===== src/hw/nsir_pkg.sv =====
// Constants shared by the flash status, ID and reset host.
package nsir_pkg;
    localparam int CLK_NS = 50;
    localparam int T_WP_NS = 40;
    localparam int WP_CYC = (T_WP_NS + CLK_NS - 1) / CLK_NS;
    localparam int T_REA_NS = 40;
    localparam int REA_CYC = (T_REA_NS + CLK_NS - 1) / CLK_NS;
    localparam int T_WB_NS = 100;
    localparam int WB_CYC = (T_WB_NS + CLK_NS - 1) / CLK_NS;
    localparam int T_RCV_US = 10;
    localparam int RCV_CYC = (T_RCV_US * 1000 + CLK_NS - 1) / CLK_NS;
    localparam int TMR_W = 8;

    // Command and address bytes
    localparam logic [7:0] CMD_READ1 = 8'h00;
    localparam logic [7:0] CMD_STATUS = 8'h70;
    localparam logic [7:0] CMD_MSTATUS = 8'h71;
    localparam logic [7:0] CMD_ID = 8'h90;
    localparam logic [7:0] CMD_RESET = 8'hff;
    localparam logic [7:0] ID_ADDR = 8'h00;
    localparam logic [7:0] MP_CODE = 8'hc0;
    localparam logic [7:0] STATUS_RESET = 8'hc0;
    localparam int ID_LEN = 4;

    // Status byte fields
    localparam int SB_FAIL = 0;
    localparam int SB_PL_LSB = 1;
    localparam int SB_PL_W = 4;
    localparam int SB_READY = 6;
    localparam int SB_WPOFF = 7;

    // APB register map
    localparam int AW = 12;
    localparam logic [AW-1:0] A_CTRL = 12'h000;
    localparam logic [AW-1:0] A_STAT = 12'h004;
    localparam logic [AW-1:0] A_ID = 12'h008;
    localparam logic [AW-1:0] A_RES = 12'h00c;
    localparam int CTRL_OP_LSB = 0;
    localparam int CTRL_WP = 8;
    localparam int ST_BUSY = 0;
    localparam int ST_DONE = 1;
    localparam int ST_PWR = 2;
    localparam int ST_RB = 3;
    localparam int ST_MP = 4;
    localparam int ST_SB_LSB = 8;
    localparam int ST_DB_LSB = 16;
    localparam int RS_VALID = 5;
    localparam int RS_WPOFF = 6;

    typedef enum logic [2:0] {
        OP_NONE, OP_STATUS, OP_MSTATUS, OP_POLL, OP_ID, OP_RESET, OP_DATA
    } nsir_op_type;
endpackage : nsir_pkg


===== src/hw/nsir_timer.sv =====
// Loadable down counter used for phase and recovery waits.
`timescale 1ns/1ps
module nsir_timer #(
    parameter int W = 8,
    parameter logic [W-1:0] INIT = '0
) (
    // Clock and reset
    input wire logic clk,
    input wire logic rst_b,
    // Control
    input wire logic load,
    input wire logic [W-1:0] load_val,
    // Status
    output logic zero
);
    logic [W-1:0] cnt;
    logic [W-1:0] next_cnt;

    always_comb begin
        next_cnt = cnt;
        if (load) begin
            next_cnt = load_val;
        end else if (cnt != '0) begin
            next_cnt = cnt - 1'b1;
        end
    end

    always_ff @(posedge clk or negedge rst_b) begin
        if (!rst_b) begin
            cnt <= INIT;
        end else begin
            cnt <= next_cnt;
        end
    end

    assign zero = (cnt == '0);
endmodule : nsir_timer


===== src/hw/nsir_apb_regs.sv =====
// APB slave holding the host's control register and returning its status, ID and result words.
`timescale 1ns/1ps
module nsir_apb_regs (
    // Clock and reset
    input wire logic clk,
    input wire logic rst_b,
    // APB
    input wire logic psel,
    input wire logic penable,
    input wire logic pwrite,
    input wire logic [nsir_pkg::AW-1:0] paddr,
    input wire logic [31:0] pwdata,
    output logic [31:0] prdata,
    output logic pready,
    output logic pslverr,
    // Engine side
    input wire logic busy,
    input wire logic [31:0] stat_word,
    input wire logic [31:0] id_word,
    input wire logic [31:0] res_word,
    output logic start,
    output nsir_pkg::nsir_op_type op,
    output logic wp_en
);
    logic acc;
    logic hit;
    logic next_wp_en;

    assign acc = psel && penable;
    assign pready = 1'b1;
    assign hit = (paddr == nsir_pkg::A_CTRL) || (paddr == nsir_pkg::A_STAT) ||
                 (paddr == nsir_pkg::A_ID) || (paddr == nsir_pkg::A_RES);
    assign pslverr = acc && !hit;
    assign op = nsir_pkg::nsir_op_type'(pwdata[nsir_pkg::CTRL_OP_LSB +: 3]);
    // Orders arriving while busy are dropped; software polls the done bit
    assign start = acc && pwrite && (paddr == nsir_pkg::A_CTRL) && !busy &&
                   (op != nsir_pkg::OP_NONE);

    always_comb begin
        next_wp_en = wp_en;
        if (acc && pwrite && paddr == nsir_pkg::A_CTRL) begin
            next_wp_en = pwdata[nsir_pkg::CTRL_WP];
        end
    end

    always_ff @(posedge clk or negedge rst_b) begin
        if (!rst_b) begin
            wp_en <= 1'b0;
        end else begin
            wp_en <= next_wp_en;
        end
    end

    always_comb begin
        prdata = 32'h0000_0000;
        unique case (paddr)
            nsir_pkg::A_CTRL: prdata[nsir_pkg::CTRL_WP] = wp_en;
            nsir_pkg::A_STAT: prdata = stat_word;
            nsir_pkg::A_ID: prdata = id_word;
            nsir_pkg::A_RES: prdata = res_word;
            default: prdata = 32'h0000_0000;
        endcase
    end
endmodule : nsir_apb_regs


===== src/hw/nsir_host.sv =====
// Host engine for flash status read, identification and reset.
// Operation
// [RL1] Status byte appears after status command read
// [RL2] Status refreshes without strobe toggling
// [RL3] Read command needed before resuming data reads
// [RL4] Multi-plane status command reports per-plane result
// [RL5] Judge pass/fail only once ready
// [RL6] Bit 0 is total pass or fail
// [RL7] Bits 1-4 plane results; ignore under plain status
// [RL8] Bit 6 ready, bit 7 not protected
// [RL9] ID command, address zero, four bytes
// [RL10] Ignore third ID byte; fourth means multi-plane
// [RL11] ID output holds until next command
// [RL12] Reset aborts busy read, program, erase
// [RL13] Reset clears command and status registers
// [RL14] Second reset in reset state not accepted
// [RL15] Ready/busy low for reset period, then high
// [RL16] Power-up read mode; after reset wait
// [RL17] Ready/busy low during internal operations
// [RL18] Ready/busy is open drain, wire-ORed
// [RL19] Protect low at power-up, wait recovery
// [RL20] Program and erase need two-step commands
// [RL21] Dummy program holds busy only briefly
`timescale 1ns/1ps
module nsir_host (
    // Clock and reset
    input wire logic clk,
    input wire logic rst_b,
    // APB
    input wire logic psel,
    input wire logic penable,
    input wire logic pwrite,
    input wire logic [nsir_pkg::AW-1:0] paddr,
    input wire logic [31:0] pwdata,
    output logic [31:0] prdata,
    output logic pready,
    output logic pslverr,
    // Flash strobes
    output logic ce_n,
    output logic cle,
    output logic ale,
    output logic we_n,
    output logic read_strobe_n,
    output logic wp_n,
    input wire logic rb,
    // Flash data lines
    input wire logic [7:0] io_in,
    output logic [7:0] io_out,
    output logic io_oe
);
    typedef enum logic [3:0] {
        S_PWR, S_IDLE, S_CMD, S_CMD_H, S_ADR, S_ADR_H,
        S_WB, S_RB, S_RD, S_RD_H
    } nsir_state_type;

    typedef enum logic [1:0] {
        M_READ, M_STATUS, M_ID, M_RESET
    } nsir_mode_type;

    nsir_state_type state;
    nsir_state_type next_state;
    nsir_mode_type mode;
    nsir_mode_type next_mode;
    nsir_pkg::nsir_op_type op_q;
    nsir_pkg::nsir_op_type next_op_q;
    nsir_pkg::nsir_op_type req_op;
    logic [7:0] cmd;
    logic [7:0] next_cmd;
    logic [1:0] rd_idx;
    logic [1:0] next_rd_idx;
    logic [1:0] rd_last;
    logic [1:0] next_rd_last;
    logic [7:0] sbyte;
    logic [7:0] next_sbyte;
    logic [7:0] dbyte;
    logic [7:0] next_dbyte;
    logic [7:0] id_mem [nsir_pkg::ID_LEN];
    logic [7:0] next_id_mem [nsir_pkg::ID_LEN];
    logic [6:0] res;
    logic [6:0] next_res;
    logic done;
    logic next_done;
    logic start;
    logic busy;
    logic wp_en;
    logic ph_load;
    logic [nsir_pkg::TMR_W-1:0] ph_val;
    logic ph_zero;
    logic pwr_zero;
    logic [31:0] stat_word;
    logic [31:0] id_word;
    logic [31:0] res_word;
    logic mp_ok;

    function automatic logic [nsir_pkg::TMR_W-1:0] cyc(input int n);
        cyc = nsir_pkg::TMR_W'(n - 1);
    endfunction : cyc

    nsir_apb_regs u_regs (
        .clk(clk),
        .rst_b(rst_b),
        .psel(psel),
        .penable(penable),
        .pwrite(pwrite),
        .paddr(paddr),
        .pwdata(pwdata),
        .prdata(prdata),
        .pready(pready),
        .pslverr(pslverr),
        .busy(busy),
        .stat_word(stat_word),
        .id_word(id_word),
        .res_word(res_word),
        .start(start),
        .op(req_op),
        .wp_en(wp_en)
    );

    nsir_timer #(.W(nsir_pkg::TMR_W), .INIT('0)) u_phase (
        .clk(clk),
        .rst_b(rst_b),
        .load(ph_load),
        .load_val(ph_val),
        .zero(ph_zero)
    );

    // Power-up recovery wait before the first command
    nsir_timer #(
        .W(nsir_pkg::TMR_W),
        .INIT(nsir_pkg::TMR_W'(nsir_pkg::RCV_CYC))
    ) u_power (
        .clk(clk),
        .rst_b(rst_b),
        .load(1'b0),
        .load_val('0),
        .zero(pwr_zero)
    );

    assign busy = (state != S_IDLE);
    // Fourth byte names multi-plane support; third byte is never looked at
    assign mp_ok = (id_mem[3] == nsir_pkg::MP_CODE); // [RL10]
    assign stat_word = {8'h00, dbyte, sbyte, 3'b000, mp_ok, rb,
                        (state != S_PWR), done, busy};
    assign id_word = {id_mem[3], id_mem[2], id_mem[1], id_mem[0]};
    assign res_word = {25'h0, res};

    always_comb begin
        next_state = state;
        next_mode = mode;
        next_op_q = op_q;
        next_cmd = cmd;
        next_rd_idx = rd_idx;
        next_rd_last = rd_last;
        next_sbyte = sbyte;
        next_dbyte = dbyte;
        next_id_mem = id_mem;
        next_res = res;
        next_done = done;
        ph_load = 1'b0;
        ph_val = cyc(nsir_pkg::WP_CYC);
        unique case (state)
            S_PWR: begin
                if (pwr_zero) begin // [RL19]
                    next_state = S_IDLE;
                end
            end
            S_IDLE: begin
                if (start) begin
                    next_done = 1'b0;
                    next_op_q = req_op;
                    next_rd_idx = 2'd0;
                    next_rd_last = 2'd0;
                    ph_load = 1'b1;
                    next_state = S_CMD;
                    unique case (req_op)
                        nsir_pkg::OP_STATUS: next_cmd = nsir_pkg::CMD_STATUS; // [RL1]
                        nsir_pkg::OP_MSTATUS: next_cmd = nsir_pkg::CMD_MSTATUS; // [RL4]
                        nsir_pkg::OP_ID: begin
                            next_cmd = nsir_pkg::CMD_ID; // [RL9]
                            next_rd_last = 2'(nsir_pkg::ID_LEN - 1);
                        end
                        nsir_pkg::OP_RESET: begin
                            next_cmd = nsir_pkg::CMD_RESET; // [RL12]
                            // Repeat reset would be refused by the flash
                            if (mode == M_RESET) begin // [RL14]
                                next_state = S_IDLE;
                                next_done = 1'b1;
                            end
                        end
                        nsir_pkg::OP_POLL: begin
                            // Status output refreshes by itself
                            ph_val = cyc(nsir_pkg::REA_CYC);
                            next_state = S_RD; // [RL2]
                        end
                        nsir_pkg::OP_DATA: begin
                            next_cmd = nsir_pkg::CMD_READ1;
                            if (mode == M_READ) begin
                                ph_val = cyc(nsir_pkg::REA_CYC);
                                next_state = S_RD;
                            end else begin
                                next_state = S_CMD; // [RL3]
                            end
                        end
                        default: begin
                            next_state = S_IDLE; // [RL20]
                        end
                    endcase
                end
            end
            S_CMD: begin
                if (ph_zero) begin
                    ph_load = 1'b1;
                    next_state = S_CMD_H;
                end
            end
            S_CMD_H: begin
                if (ph_zero) begin
                    ph_load = 1'b1;
                    unique case (op_q)
                        nsir_pkg::OP_ID: begin
                            next_mode = M_ID; // [RL11]
                            next_state = S_ADR;
                        end
                        nsir_pkg::OP_RESET: begin
                            next_mode = M_RESET; // [RL16]
                            ph_val = cyc(nsir_pkg::WB_CYC);
                            next_state = S_WB;
                        end
                        nsir_pkg::OP_DATA: begin
                            next_mode = M_READ;
                            ph_val = cyc(nsir_pkg::REA_CYC);
                            next_state = S_RD;
                        end
                        default: begin
                            next_mode = M_STATUS;
                            ph_val = cyc(nsir_pkg::REA_CYC);
                            next_state = S_RD;
                        end
                    endcase
                end
            end
            S_ADR: begin
                if (ph_zero) begin
                    ph_load = 1'b1;
                    next_state = S_ADR_H;
                end
            end
            S_ADR_H: begin
                if (ph_zero) begin
                    ph_load = 1'b1;
                    ph_val = cyc(nsir_pkg::REA_CYC);
                    next_state = S_RD;
                end
            end
            S_WB: begin
                // Busy may take a short while to appear on the line
                if (ph_zero) begin
                    next_state = S_RB;
                end
            end
            S_RB: begin
                // Wired line: any device may hold it low
                if (rb) begin // [RL15] [RL17] [RL18]
                    next_sbyte = {wp_n, nsir_pkg::STATUS_RESET[6:0]}; // [RL13]
                    next_done = 1'b1;
                    next_state = S_IDLE;
                end
            end
            S_RD: begin
                if (ph_zero) begin
                    ph_load = 1'b1;
                    next_state = S_RD_H;
                    unique case (op_q)
                        nsir_pkg::OP_ID: next_id_mem[rd_idx] = io_in;
                        nsir_pkg::OP_DATA: next_dbyte = io_in;
                        default: begin
                            next_sbyte = io_in; // [RL1]
                            next_res[nsir_pkg::RS_WPOFF] = io_in[nsir_pkg::SB_WPOFF]; // [RL8]
                            next_res[nsir_pkg::RS_VALID] = io_in[nsir_pkg::SB_READY]; // [RL8]
                            // Stale pass/fail while busy is never latched into the result word
                            if (io_in[nsir_pkg::SB_READY]) begin // [RL5]
                                next_res[nsir_pkg::SB_FAIL] = io_in[nsir_pkg::SB_FAIL]; // [RL6]
                                next_res[nsir_pkg::SB_PL_LSB +: nsir_pkg::SB_PL_W] =
                                    (cmd == nsir_pkg::CMD_MSTATUS) ?
                                    io_in[nsir_pkg::SB_PL_LSB +: nsir_pkg::SB_PL_W] :
                                    4'h0; // [RL7]
                            end
                        end
                    endcase
                end
            end
            S_RD_H: begin
                if (ph_zero) begin
                    if (rd_idx == rd_last) begin
                        next_done = 1'b1;
                        next_state = S_IDLE;
                    end else begin
                        ph_load = 1'b1;
                        ph_val = cyc(nsir_pkg::REA_CYC);
                        next_rd_idx = rd_idx + 2'd1;
                        next_state = S_RD;
                    end
                end
            end
            default: begin
                next_state = S_IDLE;
            end
        endcase
    end

    always_ff @(posedge clk or negedge rst_b) begin
        if (!rst_b) begin
            state <= S_PWR;
            mode <= M_READ;
            op_q <= nsir_pkg::OP_NONE;
            cmd <= 8'h00;
            rd_idx <= 2'd0;
            rd_last <= 2'd0;
            sbyte <= 8'h00;
            dbyte <= 8'h00;
            for (int i = 0; i < nsir_pkg::ID_LEN; i++) begin
                id_mem[i] <= 8'h00;
            end
            res <= 7'h00;
            done <= 1'b0;
        end else begin
            state <= next_state;
            mode <= next_mode;
            op_q <= next_op_q;
            cmd <= next_cmd;
            rd_idx <= next_rd_idx;
            rd_last <= next_rd_last;
            sbyte <= next_sbyte;
            dbyte <= next_dbyte;
            id_mem <= next_id_mem;
            res <= next_res;
            done <= next_done;
        end
    end

    // Pin drive decoded from the state
    always_comb begin
        ce_n = (state == S_PWR) || (state == S_IDLE);
        cle = (state == S_CMD) || (state == S_CMD_H);
        ale = (state == S_ADR) || (state == S_ADR_H);
        we_n = !((state == S_CMD) || (state == S_ADR));
        read_strobe_n = (state != S_RD);
        io_oe = cle || ale;
        io_out = ale ? nsir_pkg::ID_ADDR : cmd; // [RL9]
        // Writes locked out until recovery ends
        wp_n = (state != S_PWR) && wp_en; // [RL19]
    end
endmodule : nsir_host


===== config.mk =====
export PLATFORM = sky130hd
export DESIGN_NAME = nsir_host
export DESIGN_NICKNAME = d
export VERILOG_FILES = /design/src/hw/nsir_pkg.sv /design/src/hw/nsir_timer.sv /design/src/hw/nsir_apb_regs.sv /design/src/hw/nsir_host.sv
export SDC_FILE = /design/constraint.sdc
export NUM_CORES = 1
export LEC_CHECK = 0
export ABC_AREA = 0
export BUFFER_PORTS_ARGS = -buffer_cell sky130_fd_sc_hd__buf_2
export CAP_MARGIN = 30
export CORE_AREA = 2 2 116 95
export DETAILED_ROUTE_END_ITERATION = 8
export DIE_AREA = 0 0 118 97
export GPL_ROUTABILITY_DRIVEN = 0
export HOLD_SLACK_MARGIN = 0.1
export PLACE_DENSITY = 0.78
export SETUP_SLACK_MARGIN = 0.05
export SKIP_LAST_GASP = 1
export SLEW_MARGIN = 20
export SYNTH_ARGS = -nofsm -noshare
export SYNTH_HDL_FRONTEND = slang
export SYNTH_HIERARCHICAL = 1
export SYNTH_SLANG_ARGS = --single-unit

===== constraint.sdc =====
create_clock -name clk -period 5.8 [get_ports clk]
set_input_delay 0.87 -clock clk [delete_from_list [all_inputs] [get_ports clk]]
set_output_delay 0.87 -clock clk [all_outputs]
set_load 0.02 [all_outputs]

==> metrics.md <==
| Metric | Value |
|---|---|
| Violation count after the first detailed-route iteration | 367 |
| Share of the clock period used by the worst path | 64.9% |
| Commonest register cell after synthesis | sky130_fd_sc_hd__dfrtp_1 |
| Crit Path Max Fanout | 34 |
| Worst relative slew slack | 32.5% |
| Initial cell density of the core | 54.5% |
| Total leakage power | 2.88 nW |
| Overall die width | 118 um |
| FF-to-FF path depth | 7 |
| Launching element type of the critical path | primary input |
| DRC violation count after routing | 0 |
| Mean instance size in the synthesized netlist | 9.92 um2 |
| Number of nets in the final layout | 730 |
| RSZ-0062 raised after global routing | false |
| Data required time at the worst endpoint | 4930 ps |
| Worst R2R End | state[3]$_DFFE_PN0P_ |
| IO Count | 107 |
| PD cells | 210 mW/mm2 |
| Clock latency on the worst-skew pair | 340 ps |
| # setup viols final | 0 |
| Area occupied by multi-input gates | 0.00318 mm2 |
| Pins over their slew limit | 0 |
| Cell area after placement | 0.00615 mm2 |
| Detailed Place HPWL | 9470 um |
| Fraction of layout cells with a size suffix above 1 | 28.8% |
| Maximum buffer depth of the clock tree | 2 |
| Worst-path clk slew | 60 ps |
| Number of enable-type register cells in the synthesized netlist | 0 |
| Seq cells post-synth | 90 |
| CTS Hold Bufs | 0 |
| Status | finished, final reports clean |
| Syn-to-layout area delta | 16.1% |
| # rows | 33 |
| Area leader, netlist | sky130_fd_sc_hd__dfrtp_1 |
| Total overflow reported by the global router | 0 |
| Die footprint | 0.0114 mm2 |
| Number of search-and-repair iterations in the first detailed-routing pass | 5 |
| Register Area | 0.00226 mm2 |
| Critical Path Start | paddr[3] |
| Worst slack, placed | 2060 ps |
| Depth of the CTS H-tree | 3 |
| Top cell type's share of synthesized area | 39.2% |
| Buffers added on ports | 77 |
| Capturing instance or port of the critical path | prdata[2] |
| Transition time at the pin with the least slew margin | 1000 ps |
| Diodes inserted | 0 |
| Clock tree from TritonCTS | done |
| Kind of critical path | primary input to output port |
| Minimum clock period after layout | 3770 ps |
| CTS buffer count | 9 |
| Number of different library cells in the post-synthesis netlist | 78 |
| Total Negative Setup Slacks | 0 ps |
| Final setup skew | 7.84 ps |
| Max cap viols | 0 |
| Final core area utilization | 63.3% |
| Total of cells resized after clock tree synthesis | 0 |
| Final number of hold-violating endpoints | 0 |
| Core ar. | 0.0102 mm2 |
| Ranking of synthesized cells by instance count | sky130_fd_sc_hd__dfrtp_1 (87), sky130_fd_sc_hd__mux2_2 (74), sky130_fd_sc_hd__nor2_1 (49), sky130_fd_sc_hd__nand2_1 (45), sky130_fd_sc_hd__a22oi_1 (32) |
| Post-layout worst setup margin | 2030 ps |
| Most instantiated library cell after synthesis | sky130_fd_sc_hd__dfrtp_1 |
| Detailed-route via count | 4654 |
| DIE HEIGHT | 97 um |
| Flop-to-flop setup slack | 2300 ps |
| Finished layout cell area | 0.00645 mm2 |
| Post-detailed-route count of antenna-violating nets | 0 |
| Overall track demand over capacity in global routing | 24.4% |
| Library cell used as clock root buffer | sky130_fd_sc_hd__clkbuf_16 |
| Vias per cell | 5.74 |
| Post-Route WL | 13400 um |
| Part of the Yosys area used for sequential elements | 40.6% |
| Async set-or-reset flop fraction in the synthesized netlist | 100% |
| Peak ir drop on the vdd network | 135 uV |
| Critical path capture point type | output port |
| Start of the worst register-to-register path | state[0]$_DFFE_PN0P_ |
| Total number of yosys warnings | 6 |
| Count of clock tree sinks | 90 |
| Largest net degree at the start of global routing | 52 |
| Synth Instances | 560 |
| Antenna violations before repair | 0 |
| Global-route wire length before repair | 22800 um |
| Most area-consuming cells after synthesis | sky130_fd_sc_hd__dfrtp_1 (39%), sky130_fd_sc_hd__mux2_2 (15%), sky130_fd_sc_hd__a22oi_1 (4.3%) |
| Vias in the first global route | 4589 |
| Area of the mapped netlist | 0.00556 mm2 |
| Buffers inserted by post-CTS timing repair | 0 |
| Hold Crit Class | primary input to async pin |
| Routed length per instance | 16.5 um |
| Critical path arrival | 2900 ps |
| Fill cells | 849 |
| Highest clock frequency the design can meet | 266 MHz |
## kinds of logic after synthesis
group | synth area share [%]
simple gates | 18.2
compound gates | 16.5
flops | 40.6
mux | 16.9
buf+inv | 5.81
fa+ha+maj | 1.35
xor+xnor | 0.473
other cells | 0.135
## state kept, by name, summed over array words and instances (netlist names)
name,count
sbyte,8
cmd,5
dbyte,8
u_regs/wp_en,1
res,7
rd_idx,2
mode,2
op_q,3
done,1
u_power/cnt,8
state,4
u_phase/cnt,8
id_mem,32
rd_last,1
## through the flow
step | total power, W | std cells | hold slack, ps
6_report | 0.00136 | 811 | 300
5_1_grt | 0.00142 | 811 | 284
4_1_cts | 0.00136 | 810 | 289
3_5_place_dp | 0.000804 | 794 | 462
3_3_place_gp | 0.000795 | 793 | 456
2_1_floorplan | 0.000759 | 614 | 441
## worst max-delay path, stage by stage
cell,delay [ps]
sky130_fd_sc_hd__buf_2,620
sky130_fd_sc_hd__nor2b_2,520
sky130_fd_sc_hd__buf_4,360
sky130_fd_sc_hd__a22oi_1,130
sky130_fd_sc_hd__nor2_1,170
sky130_fd_sc_hd__buf_2,210
## layer usage
layer  up-vias  wire length (um)  GRT usage, %
met3         9               595          4.89
met2       123              6660          40.7
met4         0               105          5.93
met5         -                 0             0
met1      2315              6060          32.9
li1       2207                 -             -
## report_power, final
part	switching, W	total, W	internal (W)
registers	0.0000172	0.000666	0.000648
clock network	0.000236	0.000560	0.000324
logic	0.0000742	0.000130	0.0000559
total	0.000328	0.00136	0.00103
## how the worst min path moves through the flow
stage                                     from                     end  cells after the start
after floorplan             res[5]$_DFFE_PN0P_      res[5]$_DFFE_PN0P_                      2
after global placement      res[3]$_DFFE_PN0P_      res[3]$_DFFE_PN0P_                      2
after detailed placement  sbyte[2]$_DFFE_PN0P_    sbyte[2]$_DFFE_PN0P_                      2
after CTS                                rst_b  id_mem[12]$_DFFE_PN0P_                      1
after global routing                     rst_b  id_mem[12]$_DFFE_PN0P_                      1
final                                    rst_b  id_mem[12]$_DFFE_PN0P_                      1
## layout make-up
cell class / count / share of cell area (%)
multi-input combinational: 457 / 49.4
clock buffer: 12 / 4.13
tap: 140 / 2.72
timing repair buffer: 83 / 6.98
sequential: 90 / 35.0
clock inverter: 4 / 0.388
inverter: 25 / 1.45
## layout by cell type (no fill, tap or decap), drive strengths merged, types with 4 or more instances in the layout
cell type and instances:
nor3 12, nand2 49, a21o 5, nor2 49
inv 25, a21oi 15, mux2 77, nand4 4
mux2i 5, nand2b 6, ha 6, nand3 13
o21ai 15, nor4b 4, clkbuf 13, o31ai 12
dfrtp 87, a22oi 32, a31oi 5, nor2b 8
buf 82, or4 5, nor4 9, nor3b 5
conb 56, o41ai 4
Power figures use the tool's default switching activity.
